`src/core/rqsb_regs.vh`:
```
// Purpose: Shared constants for the request sideband start-field decoder.
// Assumes: Included by bare name from the sideband decoder's design file only.
// Notes:   Byte offsets are APB byte addresses, one 32-bit word each.
`ifndef RQSB_REGS_VH
`define RQSB_REGS_VH

// Bus, stream and packet counter widths.
`define RQSB_ADDR_W     8
`define RQSB_DATA_W     32
`define RQSB_SB_W       26
`define RQSB_CNT_W      16

// Sideband word field positions.
`define RQSB_LEAD_LSB   0
`define RQSB_FINAL_LSB  8
`define RQSB_OFS_LSB    16
`define RQSB_SOP_LSB    20
`define RQSB_PTRA_LSB   22
`define RQSB_PTRB_LSB   24

// Start-of-packet field codes with straddling on.
`define RQSB_SOP_NONE   2'h0
`define RQSB_SOP_ONE    2'h1
`define RQSB_SOP_RSVD   2'h2
`define RQSB_SOP_TWO    2'h3

// Start lane pointer codes.
`define RQSB_PTR_LANE0  2'h0
`define RQSB_PTR_LANE32 2'h2

// Register byte offsets.
`define RQSB_CTRL_OFS   8'h00
`define RQSB_STAT_OFS   8'h04
`define RQSB_SLOTA_OFS  8'h08
`define RQSB_SLOTB_OFS  8'h0C
`define RQSB_COUNT_OFS  8'h10

// Control register bits and reset value.
`define RQSB_CTRL_STRADDLE 0
`define RQSB_CTRL_ACCEPT   1
`define RQSB_CTRL_RST      2'h2

// Status register bits.
`define RQSB_STAT_INPKT    0
`define RQSB_STAT_RSVD     1

// Slot register field positions.
`define RQSB_SLOT_FINAL    4
`define RQSB_SLOT_OFS      8
`define RQSB_SLOT_LANE     10

`endif

```
`src/core/rqsb_slot_capture.v`:
```
// Purpose: Holds the byte masks, offset and lane of one starting packet.
// Assumes: Load is a single-cycle strobe on an accepted first beat.
// Notes:   Instantiated once per packet slot of a beat.
`timescale 1ns/1ns
`default_nettype none
module rqsb_slot_capture (
	input  wire       pclk,
	input  wire       presetn,
	input  wire       load,
	input  wire [3:0] lead_in,
	input  wire [3:0] final_in,
	input  wire [1:0] ofs_in,
	input  wire       lane32_in,
	output reg  [3:0] lead_ff,
	output reg  [3:0] final_ff,
	output reg  [1:0] ofs_ff,
	output reg        lane32_ff
);

	// Fields are taken only on the load strobe and held until the next.
	always @(posedge pclk or negedge presetn) begin
		if (!presetn) begin
			lead_ff   <= 4'h0;
			final_ff  <= 4'h0;
			ofs_ff    <= 2'h0;
			lane32_ff <= 1'b0;
		end else if (load) begin
			lead_ff   <= lead_in;
			final_ff  <= final_in;
			ofs_ff    <= ofs_in;
			lane32_ff <= lane32_in;
		end
	end

endmodule
`default_nettype wire

```
`src/core/rqsb_sideband.v`:
```
// Purpose: Decodes the low sideband fields of the request stream.
// Assumes: Stream and APB share pclk; the client is on the same clock.
// Notes:   Up to two packets are captured per beat with straddling on.
//
// Operation
// - Both masks are captured only on a first beat with valid and ready.
// - Offset bits 1:0 serve the first packet; bits 3:2 mean nothing.
// - With straddling, 00 none, 01 one, 11 two, 10 reserved.
// - Without straddling the start field is ignored entirely.
// - With straddling, the first start pointer 00 is lane 0, 10 is lane 32.
`timescale 1ns/1ns
`default_nettype none
`include "rqsb_regs.vh"
module rqsb_sideband (
	input  wire                    pclk,
	input  wire                    presetn,
	input  wire                    psel,
	input  wire                    penable,
	input  wire                    pwrite,
	input  wire [`RQSB_ADDR_W-1:0] paddr,
	input  wire [`RQSB_DATA_W-1:0] pwdata,
	output reg                     pready,
	output reg  [`RQSB_DATA_W-1:0] prdata,
	output reg                     pslverr,
	input  wire                    request_beat_valid,
	input  wire                    request_beat_last,
	input  wire [`RQSB_SB_W-1:0]   request_sideband_word,
	output reg                     request_beat_ready,
	output reg                     slot_a_strobe,
	output reg                     slot_b_strobe,
	output wire [3:0]              slot_a_lead_mask,
	output wire [3:0]              slot_a_final_mask,
	output wire [1:0]              slot_a_offset,
	output wire                    slot_a_lane32,
	output wire [3:0]              slot_b_lead_mask,
	output wire [3:0]              slot_b_final_mask,
	output wire                    slot_b_lane32
);

	// Control and status state.
	reg  [1:0]              ctrl_ff;
	reg                     in_pkt_ff;
	reg                     nxt_in_pkt;
	reg                     rsvd_ff;
	reg                     nxt_rsvd;
	reg  [`RQSB_CNT_W-1:0]  count_ff;
	reg  [`RQSB_CNT_W-1:0]  nxt_count;

	// Beat decode results.
	reg                     start_a;
	reg                     start_b;
	reg                     lane32_a;
	reg                     rsvd_hit;

	// Bus decode helpers.
	reg                     nxt_pready;
	reg  [`RQSB_DATA_W-1:0] nxt_prdata;
	reg                     nxt_pslverr;
	wire                    wr_commit;
	wire                    stat_clear;

	// Sideband field slices.
	wire                    take;
	wire                    straddle;
	wire [1:0]              sop;
	wire [1:0]              ptr_a;
	wire [1:0]              ptr_b;
	wire [1:0]              ofs_a;
	wire [1:0]              sb_slot_b_ofs;

	// Field slices of the beat; the client holds them while ready is low.
	// A stalled beat is therefore captured once, with the values that
	// stand at the edge where valid and ready are both high.
	assign take     = request_beat_valid & request_beat_ready;
	assign straddle = ctrl_ff[`RQSB_CTRL_STRADDLE];
	assign sop      = request_sideband_word[`RQSB_SOP_LSB +: 2];
	assign ptr_a    = request_sideband_word[`RQSB_PTRA_LSB +: 2];
	assign ptr_b    = request_sideband_word[`RQSB_PTRB_LSB +: 2];
	// Only the two low offset bits carry meaning; the high pair is dropped.
	assign ofs_a    = request_sideband_word[`RQSB_OFS_LSB +: 2];
	// The second packet carries no offset of its own, so its slot is fed
	// zero and the slot's offset output is left open.
	assign sb_slot_b_ofs = 2'h0;

	// Work out which packets start in this beat.
	always @* begin
		start_a  = 1'b0;
		start_b  = 1'b0;
		lane32_a = 1'b0;
		rsvd_hit = 1'b0;
		if (straddle) begin
			// Start field decode with straddling on.
			case (sop)
				`RQSB_SOP_ONE: begin
					start_a = take;
				end
				`RQSB_SOP_TWO: begin
					start_a = take;
					start_b = take;
				end
				`RQSB_SOP_RSVD: begin
					rsvd_hit = take;
				end
				default: begin
					// Code 00: nothing starts, the beat continues a packet.
					start_a = 1'b0;
				end
			endcase
			// Lane of the first packet; reserved codes are flagged.
			if (start_a) begin
				lane32_a = (ptr_a == `RQSB_PTR_LANE32);
				if (ptr_a != `RQSB_PTR_LANE0 &&
				    ptr_a != `RQSB_PTR_LANE32) begin
					rsvd_hit = 1'b1;
				end
			end
			// The second packet can only begin at lane 32.
			// A wrong pointer is flagged, but the capture still goes ahead.
			if (start_b && ptr_b != `RQSB_PTR_LANE32) begin
				rsvd_hit = 1'b1;
			end
		end else begin
			// The start field is optional here, so beats are counted
			// from the last flag instead of trusting the client's bits.
			start_a = take & ~in_pkt_ff;
		end
	end

	// Packet tracking follows the last flag in every mode.
	// It feeds the status word and stands in for the unused start field.
	always @* begin
		nxt_in_pkt = in_pkt_ff;
		if (take) begin
			nxt_in_pkt = ~request_beat_last;
		end
	end

	always @(posedge pclk or negedge presetn) begin
		if (!presetn) begin
			in_pkt_ff <= 1'b0;
		end else begin
			in_pkt_ff <= nxt_in_pkt;
		end
	end

	// Count of packets started, wrapping silently at the top.
	// Software that wants a total must read it before sixteen bits wrap;
	// a wider count was not worth the extra flops for a debug aid.
	always @* begin
		nxt_count = count_ff +
		            {{(`RQSB_CNT_W-1){1'b0}}, start_a} +
		            {{(`RQSB_CNT_W-1){1'b0}}, start_b};
	end

	always @(posedge pclk or negedge presetn) begin
		if (!presetn) begin
			count_ff <= {`RQSB_CNT_W{1'b0}};
		end else begin
			count_ff <= nxt_count;
		end
	end

	// Slot for the first packet of a beat: low nibbles of both masks.
	rqsb_slot_capture u_slot_a (
		.pclk      (pclk),
		.presetn   (presetn),
		.load      (start_a),
		.lead_in   (request_sideband_word[`RQSB_LEAD_LSB +: 4]),
		.final_in  (request_sideband_word[`RQSB_FINAL_LSB +: 4]),
		.ofs_in    (ofs_a),
		.lane32_in (lane32_a),
		.lead_ff   (slot_a_lead_mask),
		.final_ff  (slot_a_final_mask),
		.ofs_ff    (slot_a_offset),
		.lane32_ff (slot_a_lane32)
	);

	// Slot for the second packet: high nibbles, always lane 32.
	rqsb_slot_capture u_slot_b (
		.pclk      (pclk),
		.presetn   (presetn),
		.load      (start_b),
		.lead_in   (request_sideband_word[`RQSB_LEAD_LSB+4 +: 4]),
		.final_in  (request_sideband_word[`RQSB_FINAL_LSB+4 +: 4]),
		.ofs_in    (sb_slot_b_ofs),
		.lane32_in (1'b1),
		.lead_ff   (slot_b_lead_mask),
		.final_ff  (slot_b_final_mask),
		.ofs_ff    (),
		.lane32_ff (slot_b_lane32)
	);

	// Strobes mark the cycle in which the slot outputs are fresh.
	always @(posedge pclk or negedge presetn) begin
		if (!presetn) begin
			slot_a_strobe <= 1'b0;
			slot_b_strobe <= 1'b0;
		end else begin
			slot_a_strobe <= start_a;
			slot_b_strobe <= start_b;
		end
	end

	// Ready follows the accept bit one cycle late, from a flop.
	// The extra cycle keeps bus decode out of the stream's ready path; a
	// beat offered in that cycle is still taken under the old setting.
	always @(posedge pclk or negedge presetn) begin
		if (!presetn) begin
			request_beat_ready <= 1'b0;
		end else begin
			request_beat_ready <= ctrl_ff[`RQSB_CTRL_ACCEPT];
		end
	end

	// A write commits at the edge where the master sees pready high.
	// Refused writes to unmapped words leave every register untouched.
	assign wr_commit  = psel & penable & pready & pwrite & ~pslverr;
	assign stat_clear = wr_commit && paddr == `RQSB_STAT_OFS &&
	                    pwdata[`RQSB_STAT_RSVD];

	// Control register write.
	always @(posedge pclk or negedge presetn) begin
		if (!presetn) begin
			ctrl_ff <= `RQSB_CTRL_RST;
		end else if (wr_commit && paddr == `RQSB_CTRL_OFS) begin
			ctrl_ff <= pwdata[1:0];
		end
	end

	// Sticky reserved-code flag; a new hit beats a same-cycle clear.
	// Letting the hit win means no reserved code is ever lost to a clear.
	always @* begin
		nxt_rsvd = rsvd_ff;
		if (stat_clear) begin
			nxt_rsvd = 1'b0;
		end
		if (rsvd_hit) begin
			nxt_rsvd = 1'b1;
		end
	end

	always @(posedge pclk or negedge presetn) begin
		if (!presetn) begin
			rsvd_ff <= 1'b0;
		end else begin
			rsvd_ff <= nxt_rsvd;
		end
	end

	// One wait state: pready rises in the first access cycle's edge.
	// Read data and error are forced to zero outside the answer cycle, so
	// the bus never shows a stale word between transfers.
	always @* begin
		nxt_pready  = psel & penable & ~pready;
		nxt_prdata  = {`RQSB_DATA_W{1'b0}};
		nxt_pslverr = 1'b0;
		if (paddr == `RQSB_CTRL_OFS) begin
			nxt_prdata[1:0] = ctrl_ff;
		end else if (paddr == `RQSB_STAT_OFS) begin
			nxt_prdata[`RQSB_STAT_INPKT] = in_pkt_ff;
			nxt_prdata[`RQSB_STAT_RSVD]  = rsvd_ff;
		end else if (paddr == `RQSB_SLOTA_OFS) begin
			nxt_prdata[3:0]  = slot_a_lead_mask;
			nxt_prdata[7:4]  = slot_a_final_mask;
			nxt_prdata[9:8]  = slot_a_offset;
			nxt_prdata[10]   = slot_a_lane32;
		end else if (paddr == `RQSB_SLOTB_OFS) begin
			nxt_prdata[3:0]  = slot_b_lead_mask;
			nxt_prdata[7:4]  = slot_b_final_mask;
			nxt_prdata[10]   = slot_b_lane32;
		end else if (paddr == `RQSB_COUNT_OFS) begin
			nxt_prdata[`RQSB_CNT_W-1:0] = count_ff;
		end else begin
			// Unmapped words read zero and flag an error.
			nxt_pslverr = 1'b1;
		end
		if (!nxt_pready) begin
			nxt_prdata  = {`RQSB_DATA_W{1'b0}};
			nxt_pslverr = 1'b0;
		end
	end

	// Bus answer flops.
	always @(posedge pclk or negedge presetn) begin
		if (!presetn) begin
			pready  <= 1'b0;
			prdata  <= {`RQSB_DATA_W{1'b0}};
			pslverr <= 1'b0;
		end else begin
			pready  <= nxt_pready;
			prdata  <= nxt_prdata;
			pslverr <= nxt_pslverr;
		end
	end

endmodule
`default_nettype wire

```
`config.mk`:
```
export PLATFORM = sky130hd
export DESIGN_NAME = rqsb_sideband
export DESIGN_NICKNAME = d
export VERILOG_FILES = /design/src/core/rqsb_slot_capture.v /design/src/core/rqsb_sideband.v
export VERILOG_INCLUDE_DIRS = /design/src /design/src/core
export SDC_FILE = /design/constraint.sdc
export NUM_CORES = 1
export LEC_CHECK = 0
export BUFFER_PORTS_ARGS = -buffer_cell sky130_fd_sc_hd__buf_2
export CAP_MARGIN = 20
export CORE_MARGIN = 2
export CORE_UTILIZATION = 40
export DETAILED_ROUTE_END_ITERATION = 8
export PLACE_DENSITY = 0.71
export SYNTH_ARGS = -nofsm -noshare
export SYNTH_HDL_FRONTEND = slang
export SYNTH_SLANG_ARGS = --single-unit
```
`constraint.sdc`:
```
create_clock -name pclk -period 2.6 [get_ports pclk]
set_input_delay 0.26 -clock pclk [delete_from_list [all_inputs] [get_ports pclk]]
set_output_delay 0.26 -clock pclk [all_outputs]
set_load 0.02 [all_outputs]
```
# After elaboration in Yosys (flattened, before gate mapping)
# Cells that the tools add are included.
[op_classes]
n_addsub = 2
n_eq_ne = 10
mux = 33
bitwise = 11
reduce_logical = 9
[ops]
columns = ["op", "count"]
rows = [
  ["adder 16 x 1 -> 16 bit", 2],
  ["two-way mux 16 bit", 2],
  ["two-way mux 14 bit", 2],
  ["two-way mux 1 bit", 22],
  ["equality test 8 x 4 -> 1 bit (second input constant)", 2],
  ["two-way mux 11 bit", 1],
  ["two-way mux 5 bit", 2],
  ["equality test 8 x 3 -> 1 bit (second input constant)", 1],
  ["equality test 8 x 5 -> 1 bit (second input constant)", 1],
  ["zero test 8 bit", 1],
  ["two-way mux 8 bit", 1],
  ["bitwise AND 1 bit", 7],
  ["equality test 2 bit (second input constant)", 3],
  ["two-way mux 2 bit", 3],
  ["logical AND 1 bit", 5],
  ["inequality test 2 bit (second input constant)", 2],
  ["NOT 1 bit", 4],
  ["nonzero test 2 bit", 2],
  ["equality test 2 x 1 -> 1 bit (second input constant)", 1],
  ["OR reduction 2 bit", 1],
]
[totals]
reg_bits = 77
in_bits = 73
word_cells = 82

# Longest topological paths before layout
# Gate-level depths: netlist of run 1.
[depth]
depth_word = 8
depth_mapped = 11

# Cells and area by module
# Synthesis of run 1 repeated with hierarchy kept, for this count alone.
[hier_totals]
hier_cells = 231
area_unflattened_um2 = 2910.3
[by_module_without_submodules]
columns = ["mod", "instances", "cells_each", "area_each_um2", "seq_area_each_um2"]
rows = [
  ["rqsb_sideband", 1, 185, 2014.4, 1027.2],
  ["rqsb_slot_capture", 2, 23, 447.9, 275.3],
]

# Worst setup path before layout of run 1
# Ideal clock, no wire load.
[synth_path]
kind = "register to register"
from = "register request_beat_ready"
to = "register count_ff[10]"
setup_time_ns = 0.080
arrival_time_ns = 2.167
required_time_ns = 2.520
slack_ns = 0.353
stages_incl_launch_ff = 11
n_path_buf = 0
synth_period_minus_slack_ns = 2.247
cell_sequence = "dfrtp_1 and2_1 and3_1 nand2_1 inv_1 fa_1 ha_1 nand2_1 nor2_1 nand4_1 xnor2_1"
[synth_via]
elab_cells_between_ends = 10
classes_between = "2 x add/sub; 6 x mux; 2 x bitwise"
[synth_lines]
columns = ["item", "line", "text"]
rows = [
  ["start: declaration", "rqsb_sideband.v:28", "output reg request_beat_ready,"],
  ["start signal: assignment", "rqsb_sideband.v:211", "request_beat_ready <= ctrl_ff[`RQSB_CTRL_ACCEPT];"],
  ["bitwise AND 1 bit", "rqsb_sideband.v:74", "assign take = request_beat_valid & request_beat_ready;"],
  ["two-way mux 1 bit", "rqsb_sideband.v:93", "case (sop)"],
  ["two-way mux 1 bit (2 in a row)", "rqsb_sideband.v:91", "if (straddle) begin"],
  ["named net start_b", "rqsb_sideband.v:51", "reg start_b;"],
  ["adder 16 x 1 -> 16 bit", "rqsb_sideband.v:150", "nxt_count = count_ff +"],
  ["named net nxt_count[10]", "rqsb_sideband.v:47", "reg [`RQSB_CNT_W-1:0] nxt_count;"],
  ["end signal: assignment", "rqsb_sideband.v:157", "count_ff <= {`RQSB_CNT_W{1'b0}};"],
  ["end signal: assignment", "rqsb_sideband.v:159", "count_ff <= nxt_count;"],
  ["end: declaration", "rqsb_sideband.v:46", "reg [`RQSB_CNT_W-1:0] count_ff;"],
]
# The timed path passes the listed nets, and every way through them passes these cells. The select of a mux whose other input is x is not followed.
# A chain may end at the register's enable or synchronous reset.

# Final worst setup path of run 1
# Same ends and word-level chain as after synthesis.

==> summary.txt, run 1 <==
Status
  • Run status: finished, violations left
  • Failing checks: hold timing

Yosys
  • Area leader, netlist: dfrtp_1
  • Register area share after synthesis: 56.1%
  • Area of the mapped netlist: 0.00272 sq mm
  • FF+latch count, synth: 61
  • Top cell type's share of synthesized area: 55.2%
  • Syn_area_per_cell: 12.1 sq um
  • Synth warn: 0
  • Mapped Cells: 225
  • Synth unique cells: 34
  • Largest cells by area after synthesis: dfrtp_1 (55%), mux2_2 (11%), buf_4 (4.4%)

Timing
  • Worst slew pin tran: 0.782 ns
  • Final Hold Fails: 1
  • Tcrit/Tclk final: 80.8%
  • Unrepaired setup endpoints after global routing: no
  • Max Fclk: 0.476 GHz
  • Hold WS: -0.000264 ns
  • Worst slew margin relative to its limit: 47.9%
  • Final min period: 2.10 ns
  • Post-route setup slack: 0.500 ns
  • Final setup vio count: 0
  • Clock Skew: 0.00658 ns
  • Fin. max-slew vios: 0
  • Setup TNS: 0 ns

Power
  • Maximum vdd drop: 0.372 mV
  • P_int: 1.53 mW
  • Overall power: 2.00 mW
  • Sw Share: 23.5%
  • Psw: 0.470 mW
  • P_leak: 1.84 nW
  • PD cells: 590 mW/mm^2
  • Clock share of power: 45.8%
  • Seq pwr share: 48.0%
  • Gate power share: 6.2%

Drt
  • Antenna viol nets, final: 0
  • DRC violations left: 0
  • Routed WL: 5720 microns
  • Wire length per cell: 14.3 microns
  • Vias post-DR: 1975
  • Via density: 4.94
  • DRT iter0 DRCs: 75
  • First-pass iteration count of the detailed router: 4

Run
  • Max Cap Violations: 0

Critical path
  • Max FO, Critical Path: 5
  • Required time worst endpoint: 2.83 ns
  • Most frequent CP cell: nand2_1
  • Worst path slowest cell: dfrtp_1
  • Crit path capture type: flip-flop
  • Critical-path cell list: and2_1, and3_1, nand2_1, inv_1, fa_1, ha_1, nand2_1, nor2_1, nand4_1, xnor2_1
  • CP peak stage delay: 0.33 ns
  • Critical path type: flip-flop to flip-flop
  • Startpoint types: flip-flop
  • Worst EP arrival: 2.33 ns

Clock network
  • Maximum clock path buffer count: 2
  • Clock sinks: 61
  • CTS tree: built
  • Worst-path clk slew: 0.07 ns
  • # hold bufs at CTS: 0
  • CTS root buf: clkbuf_8
  • TritonCTS Buffers: 9
  • Worst-skew pair later-pin latency: 0.34 ns
  • Cts repair resizes: 0
  • Htree depth: 3
  • Setup Fix Bufs, Post-CTS: 0

Placed design
  • Dpl hpwl: 4220 microns
  • Placed Cells: 384
  • Pre-CTS setup slack: 0.470 ns
  • Port bufs: 81
  • GPL Wtd Cong: 0.786

Hold path
  • Worst Hold Class: input port to async pin

Floorplanning
  • Die width: 86.5 microns
  • Ports: 130
  • Initial Util: 40.7%
  • Die height: 86.5 microns
  • Die area: 0.00748 sq mm
  • Core Box Area: 0.00668 sq mm
  • Num rows: 30

GRT
  • Largest net degree at the start of global routing: 38
  • First-pass GRT wire length: 9480 microns
  • Remaining Overflow, GRT: 0
  • GRT Total Usage: 16.6%
  • Initial antenna violation count: 0
  • Vias in the first global route: 1978

Final layout
  • Layout Nets: 390
  • Most common cell after layout, fill and taps aside: buf_2
  • Non-filler cells, final: 400
  • Antenna diode count: 0
  • Commonest non-fill, non-tap cells in the layout: buf_2 (81), dfrtp_1 (60), mux2_2 (27)
  • Multi-input gate area: 0.00108 sq mm
  • Total area of sequential cells: 0.00153 sq mm
  • Layout Utilization: 50.7%
  • Area Overhead vs Synth: 24.6%
  • Share of cells above drive strength 1: 43.1%
  • Filler cells: 633
## worst max-delay path, delay by kind of cell (launching register included)
kind | cells | cell delay, ns
simple gates | 6 | 0.99
fa+ha+maj | 2 | 0.44
flops | 1 | 0.33
xor+xnor | 1 | 0.14
buf+inv | 1 | 0.10
## Yosys cell counts
| cell type | n |
|---|---|
| o21ai_0 | 4 |
| mux2_2 | 27 |
| dfrtp_1 | 60 |
| nor4_2 | 2 |
| a32oi_1 | 2 |
| nor3_1 | 5 |
| nand2_1 | 14 |
| xnor2_1 | 9 |
| nor4_4 | 1 |
| a32o_1 | 2 |
| o21ba_2 | 1 |
| or2_2 | 1 |
| nand2b_1 | 2 |
| inv_1 | 6 |
| clkbuf_1 | 4 |
| or3_4 | 2 |
| buf_2 | 2 |
| nand3_1 | 10 |
| o31ai_4 | 1 |
| nand4_1 | 5 |
| or3b_1 | 1 |
| dfstp_2 | 1 |
| a22oi_1 | 7 |
| ha_1 | 1 |
| a2111o_1 | 2 |
| a211oi_1 | 2 |
| and2_1 | 1 |
| conb_1 | 1 |
| buf_4 | 16 |
| fa_1 | 1 |
| nor2_1 | 17 |
| and3_1 | 7 |
| a21oi_1 | 3 |
| xor2_1 | 5 |
## worst paths after layout
| path | start | end | slack [ns] | cells past startpoint |
|---|---|---|---|---|
| max | request_beat_ready | count_ff[10] | 0.50 | 10 |
| min | presetn | request_beat_ready | -0.0003 | 1 |
| max reg2reg | request_beat_ready | count_ff[10] | 0.50 | 10 |
| min reg2reg | ctrl_ff[1] | request_beat_ready | 0.41 | 0 |
| max in group asynchronous | presetn | u_slot_a.lead_ff[1] | 1.90 | 2 |
| min in group pclk | request_beat_last | in_pkt_ff | 0.09 | 2 |
## power by group through the flow
| stage | clock, mW | combinational (mW) | sequential (mW) |
|---|---|---|---|
| final | 0.916 | 0.125 | 0.959 |
| after global routing | 0.974 | 0.140 | 0.959 |
| after CTS | 0.934 | 0.127 | 0.959 |
| after detailed placement | 0 | 0.126 | 0.977 |
| after global placement | 0 | 0.123 | 0.977 |
| after floorplan | 0 | 0.0730 | 0.983 |
## flip-flops by register name, indices dropped and copies added, names as in the netlist, 2 cells and up
signal,count
u_slot_b.lead_ff,4
count_ff,16
u_slot_b.final_ff,4
prdata,16
u_slot_a.ofs_ff,2
ctrl_ff,2
u_slot_a.lead_ff,4
u_slot_a.final_ff,4
## area by class of cell
| class | instances | share of cell area [%] |
|---|---|---|
| clock inverter | 7 | 2.66 |
| tap | 80 | 2.95 |
| timing repair buffer | 86 | 13.1 |
| inverter | 6 | 0.664 |
| multi-input combinational | 151 | 31.9 |
| sequential | 61 | 45.1 |
| clock buffer | 9 | 3.65 |
## logic make-up (layout without fill, tap and decap cells)
kind of cell	count (synthesis)	after routing	synth area share (%)
AO/OA/AOI/OAI	24	24	7.13
other	1	16	0.138
buffers and inverters	28	108	6.16
flip-flops	61	61	56.1
XOR/XNOR	14	14	4.51
adder cells (fa/ha/maj)	2	2	1.20
AND/OR/NAND/NOR	68	68	13.6
multiplexers	27	27	11.2
## metrics by stage
step	area (sq um)	hold WS (ns)
after floorplan	2780	-0.0356
after global placement	3180	0.383
after detailed placement	3180	0.399
after CTS	3390	0.0338
after global routing	3390	0.0668
final	3390	-0.000264
## layer usage
layer | up-vias | wire length, microns | global-route usage, %
met5 | - | 0 | 0
met4 | 0 | 105 | 8.10
met3 | 10 | 327 | 3.90
met2 | 70 | 2740 | 27.1
met1 | 956 | 2550 | 20.8
li1 | 939 | - | -
Note: power is estimated with default switching activity, not from simulation.
==> run 2, diff against run 1 <==
Settings changed: ABC_AREA set to 1, PLACE_DENSITY 0.71 to 0.72.
Clock period 2.6 ns to 1.9 ns, I/O delays scaled along.
==> summary.txt, run 2 <==
Status
  • Run status: finished, violations left
  • Failing checks: setup timing

Power
  • Seq pwr share: 50.4% (+2.4 points)
  • Sw Share: 23.6% (+0.11 points)
  • Maximum vdd drop: 0.672 mV (+80%)
  • Psw: 0.616 mW (+31%)
  • Gate power share: 6.5% (+0.3 points)
  • Overall power: 2.61 mW (+31%)
  • PD cells: 683 mW/mm^2 (+16%)
  • Clock share of power: 43.2% (-2.6 points)
  • P_int: 2.00 mW (+30%)
  • P_leak: 2.16 nW (+18%)

Timing
  • Clock Skew: 0.0102 ns (+0.00361 ns)
  • Post-route setup slack: -0.120 ns (-0.620 ns)
  • Unrepaired setup endpoints after global routing: yes
  • Final Hold Fails: 0 (-1)
  • Final min period: 2.02 ns (-0.0798 ns)
  • Max Fclk: 0.495 GHz (+3.9%)
  • Final setup vio count: 6 (+6)
  • Tcrit/Tclk final: 106% (+26 points)
  • Fin. max-slew vios: 0 (unchanged)

Clock network
  • CTS tree: built
  • TritonCTS Buffers: 9 (unchanged)
  • Clock sinks: 61 (unchanged)
  • Worst-skew pair later-pin latency: 0.34 ns (about the same)
  • Maximum clock path buffer count: 2 (unchanged)
  • Htree depth: 3 (unchanged)
  • CTS root buf: clkbuf_8
  • Worst-path clk slew: 0.07 ns (about the same)

Drt
  • Antenna viol nets, final: 0 (unchanged)
  • DRT iter0 DRCs: 159 (+110%)
  • Routed length on met1: 2930 microns (+15%)
  • DRC violations left: 0 (unchanged)
  • Highest routing layer actually used: met4
  • DR WL met2: 3210 microns (+17%)
  • Vias post-DR: 2421 (+23%)
  • Routed WL: 6590 microns (+15%)
  • First-pass iteration count of the detailed router: 5 (+1)
  • Wire length per cell: 12.0 microns (-16%)
  • Metal3 WL: 364 microns (+11%)
  • Via density: 4.43 (-10%)

Yosys
  • Top cell type's share of synthesized area: 50.9% (-4.3 points)
  • Mux cell area share after synthesis: 0% (-11 points)
  • Combinational family with the most area after synthesis: simple AND/OR/NAND/NOR gates
  • Count leader, synth: nand2_1
  • Synth unique cells: 28 (-18%)
  • Xor/xnor share of the synthesized area: 2.67% (-1.8 points)
  • Synth Area in Adders: 1.10% (-0.093 points)
  • EDFF count, synth: 0 (unchanged)
  • Largest cells by area after synthesis: dfrtp_1 (51%), nand2_1 (11%), inv_1 (5.5%)
  • Register area share after synthesis: 51.8% (-4.4 points)
  • Synth warn: 0 (unchanged)
  • Synth Area in Compound Gates: 7.72% (+0.59 points)
  • Share of synthesized registers carrying an async set or reset: 100% (unchanged)
  • Mapped Cells: 336 (+49%)
  • Area leader, netlist: dfrtp_1
  • Area of the mapped netlist: 0.00295 sq mm (+8.4%)
  • Simple-Gate Fraction of Synth Area: 25.4% (+12 points)
  • Post-synth top cells: nand2_1 (84), dfrtp_1 (60), inv_1 (43), nor2_1 (24), buf_4 (19)
  • Syn_area_per_cell: 8.78 sq um (-27%)
  • Main synth FF type: dfrtp_1
  • FF+latch count, synth: 61 (unchanged)

Critical path
  • Worst EP arrival: 2.29 ns (-0.04 ns)
  • CP peak stage delay: 0.46 ns (+0.13 ns)
  • Max FO, Critical Path: 5 (unchanged)
  • Setup slack, reg-to-reg: -0.12 ns (-0.62 ns)
  • Crit path launch: ctrl_ff[0]
  • Setup crit end: count_ff[6]
  • Worst path slowest cell: dfrtp_2
  • Crit path capture type: flip-flop
  • Critical-path cell list: nand2_2, o21ai_2, nand2_4, inv_2, fa_2, ha_4, nand2_4, nor2_4, nand3_4, nor2_4, buf_4, buf_6, buf_4, nor2_1
  • Worst r2r dst: count_ff[6]
  • Worst Reg-to-Reg Cells: 14 (+4)
  • Required time worst endpoint: 2.17 ns (-0.66 ns)
  • Startpoint types: flip-flop
  • Critical R2R Launch: ctrl_ff[0]
  • Critical path type: flip-flop to flip-flop

Floorplanning
  • Initial Util: 40.9% (+0.16 points)
  • Die height: 89.9 microns (+3.9%)
  • Num rows: 31 (+3.3%)
  • Core Box Area: 0.00721 sq mm (+8.0%)
  • Die width: 89.9 microns (+3.9%)
  • Ports: 130 (unchanged)
  • Die area: 0.00808 sq mm (+8.0%)

Final layout
  • Share of cells above drive strength 1: 36.6% (-6.5 points)
  • Layout Nets: 518 (+33%)
  • Most common cell after layout, fill and taps aside: nand2_1
  • Area Overhead vs Synth: 29.6%
  • Commonest non-fill, non-tap cells in the layout: nand2_1 (82), buf_2 (81), dfrtp_1 (58)
  • Antenna diode count: 0 (unchanged)
  • Filler cells: 672 (+6.2%)
  • Largest registers: count_ff (16), prdata (16)

Placed design
  • Port bufs: 81 (unchanged)
  • Pre-CTS setup slack: -0.125 ns (-0.595 ns)
  • GPL Wtd Cong: 0.865 (+10%)
  • Dpl hpwl: 4850 microns (+15%)

GRT
  • Largest net degree at the start of global routing: 62 (+63%)
  • First-pass GRT wire length: 11200 microns (+18%)
  • Initial antenna violation count: 0 (unchanged)
  • GRT Total Usage: 17.3% (+0.70 points)
  • Vias in the first global route: 2428 (+23%)
  • Remaining Overflow, GRT: 0 (unchanged)

Hold path
  • Worst Hold Class: input port to flip-flop

Run
  • Max Cap Violations: 0 (unchanged)
[run 2: changes by cell type after synthesis, sizes merged, moves of 5 or more]
| cell | delta |
|---|---|
| a22oi | -7 |
| mux2 | -27 |
| inv | +44 |
| nor2 | +20 |
| and3 | -7 |
| o21ai | +29 |
| nand3 | +5 |
| xnor2 | -9 |
| a21oi | +5 |
| nand2 | +79 |
[run 2: timing repair]
item,in CTS,in global routing
pin swaps,3,6
hold buffers,1,0
hold endpoints to repair,60,0
cloned,0,0
endpoints found under the setup margin,7,9
gates resized for setup,2,10
buffers inserted,1,6
[run 2: through the flow]
step	instance area, sq um	instances	hold WS (ns)	setup TNS (ns)	utilization [%]
2_1_floorplan	3050	351	-0.106	-0.917	-
6_report	3820	547	0.0406	-0.262	53.0
3_5_place_dp	3520	523	0.222	-0.437	48.9
5_1_grt	3820	547	0.0547	-1.19	53.0
3_3_place_gp	3520	523	0.221	-0.162	48.9
4_1_cts	3740	541	0.0400	-0.134	51.8
[run 2: area by class of cell]
cell class / instances / area (sq um) / area share (%)
flip-flops and latches: 61 / 1530 / 40.0
multi-input cells: 221 / 1220 / 31.9
well taps: 99 / 124 / 3.24
inverters: 50 / 188 / 4.91
clock buffers: 11 / 141 / 3.70
clock inverters: 5 / 50.0 / 1.31
repair buffers: 100 / 571 / 14.9
[run 2: routing by layer]
layer / GRT usage (%) / vias to the layer above
met4: 8.97 / 0
li1: - / 1219
met2: 27.1 / 75
met5: 0 / -
met3: 3.10 / 7
met1: 23.2 / 1120
[run 2: cell families after synthesis]
kind of cell               count (synthesis)
buffers and inverters                     69
DFF                                       61
and+or+nand+nor                          152
other                                      1
xor gates and xnor gates                   9
AOI/OAI and AO/OA                         42
adders and majority gates                  2
[run 2: how the worst min path moves through the flow]
stage	startpoint	to	slack, ns	cells after the start
5_1_grt	request_sideband_word[16]	u_slot_a.ofs_ff[0]	0.05	3
2_1_floorplan	presetn	count_ff[0]	-0.11	0
4_1_cts	request_sideband_word[17]	u_slot_a.ofs_ff[1]	0.04	3
3_5_place_dp	presetn	u_slot_a.lead_ff[1]	0.22	2
6_report	request_sideband_word[4]	u_slot_b.lead_ff[0]	0.04	3
3_3_place_gp	presetn	u_slot_b.lead_ff[1]	0.22	2
[run 2: critical path: cells and delay by family (launching register included)]
family / cells / cell delay, ns
adders and majority gates: 2 / 0.56
and+or+nand+nor: 7 / 0.47
DFF: 1 / 0.46
buffers and inverters: 4 / 0.40
AOI/OAI and AO/OA: 1 / 0.06
[run 2: power groups by stage]
stage | Clock [mW] | Combinational (mW) | Sequential [mW]
after detailed placement | 0 | 0.168 | 1.34
after floorplan | 0 | 0.0923 | 1.35
after global routing | 1.18 | 0.189 | 1.32
after global placement | 0 | 0.166 | 1.34
final | 1.13 | 0.169 | 1.32
after CTS | 1.13 | 0.171 | 1.32
==> run 3, diff against run 2 <==
Settings changed: RECOVER_POWER set to 25.
==> summary.txt, run 3 (synthesized netlist as in run 2, its figures left out) <==
Status
  • Run status: finished, violations left
  • Failing checks: setup timing

GRT
  • Initial antenna violation count: 0 (unchanged)
  • First-pass GRT wire length: 11200 microns (unchanged)
  • Vias in the first global route: 2428 (unchanged)
  • GRT Total Usage: 17.3% (unchanged)
  • Remaining Overflow, GRT: 0 (unchanged)
  • Largest net degree at the start of global routing: 62 (unchanged)

Clock network
  • Clock sinks: 61 (unchanged)
  • Worst-path clk slew: 0.07 ns (about the same)
  • Worst-skew pair later-pin latency: 0.34 ns (about the same)
  • Maximum clock path buffer count: 2 (unchanged)
  • CTS tree: built
  • Htree depth: 3 (unchanged)
  • TritonCTS Buffers: 9 (unchanged)
  • CTS root buf: clkbuf_8

Critical path
  • Required time worst endpoint: 2.17 ns (about the same)
  • Startpoint types: flip-flop
  • CP peak stage delay: 0.46 ns (about the same)
  • Critical-path cell list: nand2_2, o21ai_2, nand2_4, inv_2, fa_2, ha_4, nand2_4, nor2_4, nand3_4, nor2_4, buf_4, buf_6, buf_4, nor2_1
  • Crit path capture type: flip-flop
  • Max FO, Critical Path: 5 (unchanged)
  • Critical path buffer and inverter count: 4 (unchanged)
  • Critical path type: flip-flop to flip-flop
  • CP top delay family: adder cells
  • Worst path slowest cell: dfrtp_2
  • Worst EP arrival: 2.29 ns (about the same)

Final layout
  • Non-filler cells, final: 547 (unchanged)
  • Layout Nets: 518 (unchanged)
  • Most common cell after layout, fill and taps aside: nand2_1
  • Share of cells above drive strength 1: 36.6% (unchanged)
  • Area Overhead vs Synth: 29.2%
  • Largest registers: count_ff (16), prdata (16)
  • Antenna diode count: 0 (unchanged)
  • Commonest non-fill, non-tap cells in the layout: nand2_1 (82), buf_2 (81), dfrtp_1 (58)
  • Filler cells: 674 (+0.30%)
  • Layout Utilization: 52.8% (-0.17 points)

Drt
  • Vias post-DR: 2438 (+0.70%)
  • DRC violations left: 0 (unchanged)
  • Routed WL: 6610 microns (+0.30%)
  • Wire length per cell: 12.1 microns (+0.30%)
  • First-pass iteration count of the detailed router: 4 (-1)
  • Via density: 4.46 (+0.70%)
  • DRT iter0 DRCs: 159 (unchanged)
  • Antenna viol nets, final: 0 (unchanged)

Timing
  • Final Hold Fails: 0 (unchanged)
  • Post-route setup slack: -0.119 ns (+0.000423 ns)
  • Final setup vio count: 6 (unchanged)
  • Tcrit/Tclk final: 106% (about the same)
  • Clock Skew: 0.0115 ns (+0.00127 ns)
  • Fin. max-slew vios: 0 (unchanged)
  • Worst slew margin relative to its limit: 46.3%
  • Worst slew pin tran: 0.806 ns
  • Final min period: 2.02 ns (-0.000423 ns)
  • Unrepaired setup endpoints after global routing: yes
  • Max Fclk: 0.495 GHz (about the same)

Hold path
  • Worst Hold Class: input port to flip-flop

Power
  • P_leak: 2.16 nW (-0.22%)
  • Maximum vdd drop: 0.665 mV (-1.1%)
  • PD cells: 683 mW/mm^2 (about the same)
  • Overall power: 2.60 mW (-0.33%)

Floorplanning
  • Core Box Area: 0.00721 sq mm (unchanged)
  • Die width: 89.9 microns (unchanged)
  • Die height: 89.9 microns (unchanged)
  • Ports: 130 (unchanged)
  • Die area: 0.00808 sq mm (unchanged)
  • Num rows: 31 (unchanged)
  • Initial Util: 40.9% (unchanged)

Placed design
  • Dpl hpwl: 4850 microns (unchanged)
  • Placed Cells: 523 (unchanged)
  • GPL Wtd Cong: 0.865 (unchanged)
  • Port bufs: 81 (unchanged)

Run
  • Max Cap Violations: 0 (unchanged)
## run 3: cell count changes in the layout (fill, tap and decap cells not counted), sizes merged
cell,before,now
buf,99,98
clkbuf,11,12
## run 3: area by class of cell
class / count / area, sq um / area share (%)
clock buffers: 11 / 141 / 3.71
clock inverters: 5 / 50.0 / 1.31
inverters: 50 / 188 / 4.92
multi-input cells: 221 / 1220 / 32.0
flip-flops and latches: 61 / 1530 / 40.2
well taps: 99 / 124 / 3.25
repair buffers: 100 / 558 / 14.6
## run 3: stage by stage
step	worst slack (ns)	setup TNS [ns]	area, sq um	hold slack [ns]
5_1_grt	-0.202	-1.19	3810	0.0547
3_5_place_dp	-0.125	-0.437	3520	0.222
3_3_place_gp	-0.0801	-0.162	3520	0.221
2_1_floorplan	-0.237	-0.917	3050	-0.106
6_report	-0.119	-0.270	3810	0.0455
4_1_cts	-0.0519	-0.134	3740	0.0400
## run 3: worst paths after layout
kind                                          start                   to  slack (ns)  depth (start not counted)
max                                      ctrl_ff[0]          count_ff[6]       -0.12                         14
min                        request_sideband_word[4]  u_slot_b.lead_ff[0]        0.05                          3
max reg2reg                              ctrl_ff[0]          count_ff[6]       -0.12                         14
min reg2reg                              ctrl_ff[1]   request_beat_ready        0.41                          0
max in group asynchronous                   presetn   request_beat_ready        0.74                          3
min in group asynchronous                   presetn   u_slot_b.lane32_ff        0.59                          3
## run 3: layer usage
| layer | share of wire (%) | track usage (%) | up-vias | wire length, microns |
|---|---|---|---|---|
| met3 | 5.0 | 3.10 | 12 | 332 |
| li1 | - | - | 1217 | - |
| met2 | 47 | 27.1 | 82 | 3120 |
| met4 | 2.3 | 8.97 | 0 | 150 |
| met5 | 0 | 0 | - | 0 |
| met1 | 45 | 23.2 | 1127 | 3000 |
## run 3: report_power, final
part / total [mW] / switching, mW / leakage, nW / internal (mW)
Combinational: 0.165 / 0.113 / 1.30 / 0.0521
Sequential: 1.32 / 0.00713 / 0.760 / 1.31
Clock: 1.12 / 0.490 / 0.103 / 0.632
## run 3: tightest hold or removal path, cell delays in order
cell and delay (ns):
buf_2 0.07, nand2_1 0.05, nand2_1 0.05
## run 3: timing repair
action,4_1_cts,5_1_grt
buffers inserted,1,6
gates resized for setup,2,10
hold buffers,1,0
cloned,0,0
setup endpoints to repair,7,9
pin swaps,3,6
hold endpoints to repair,60,0
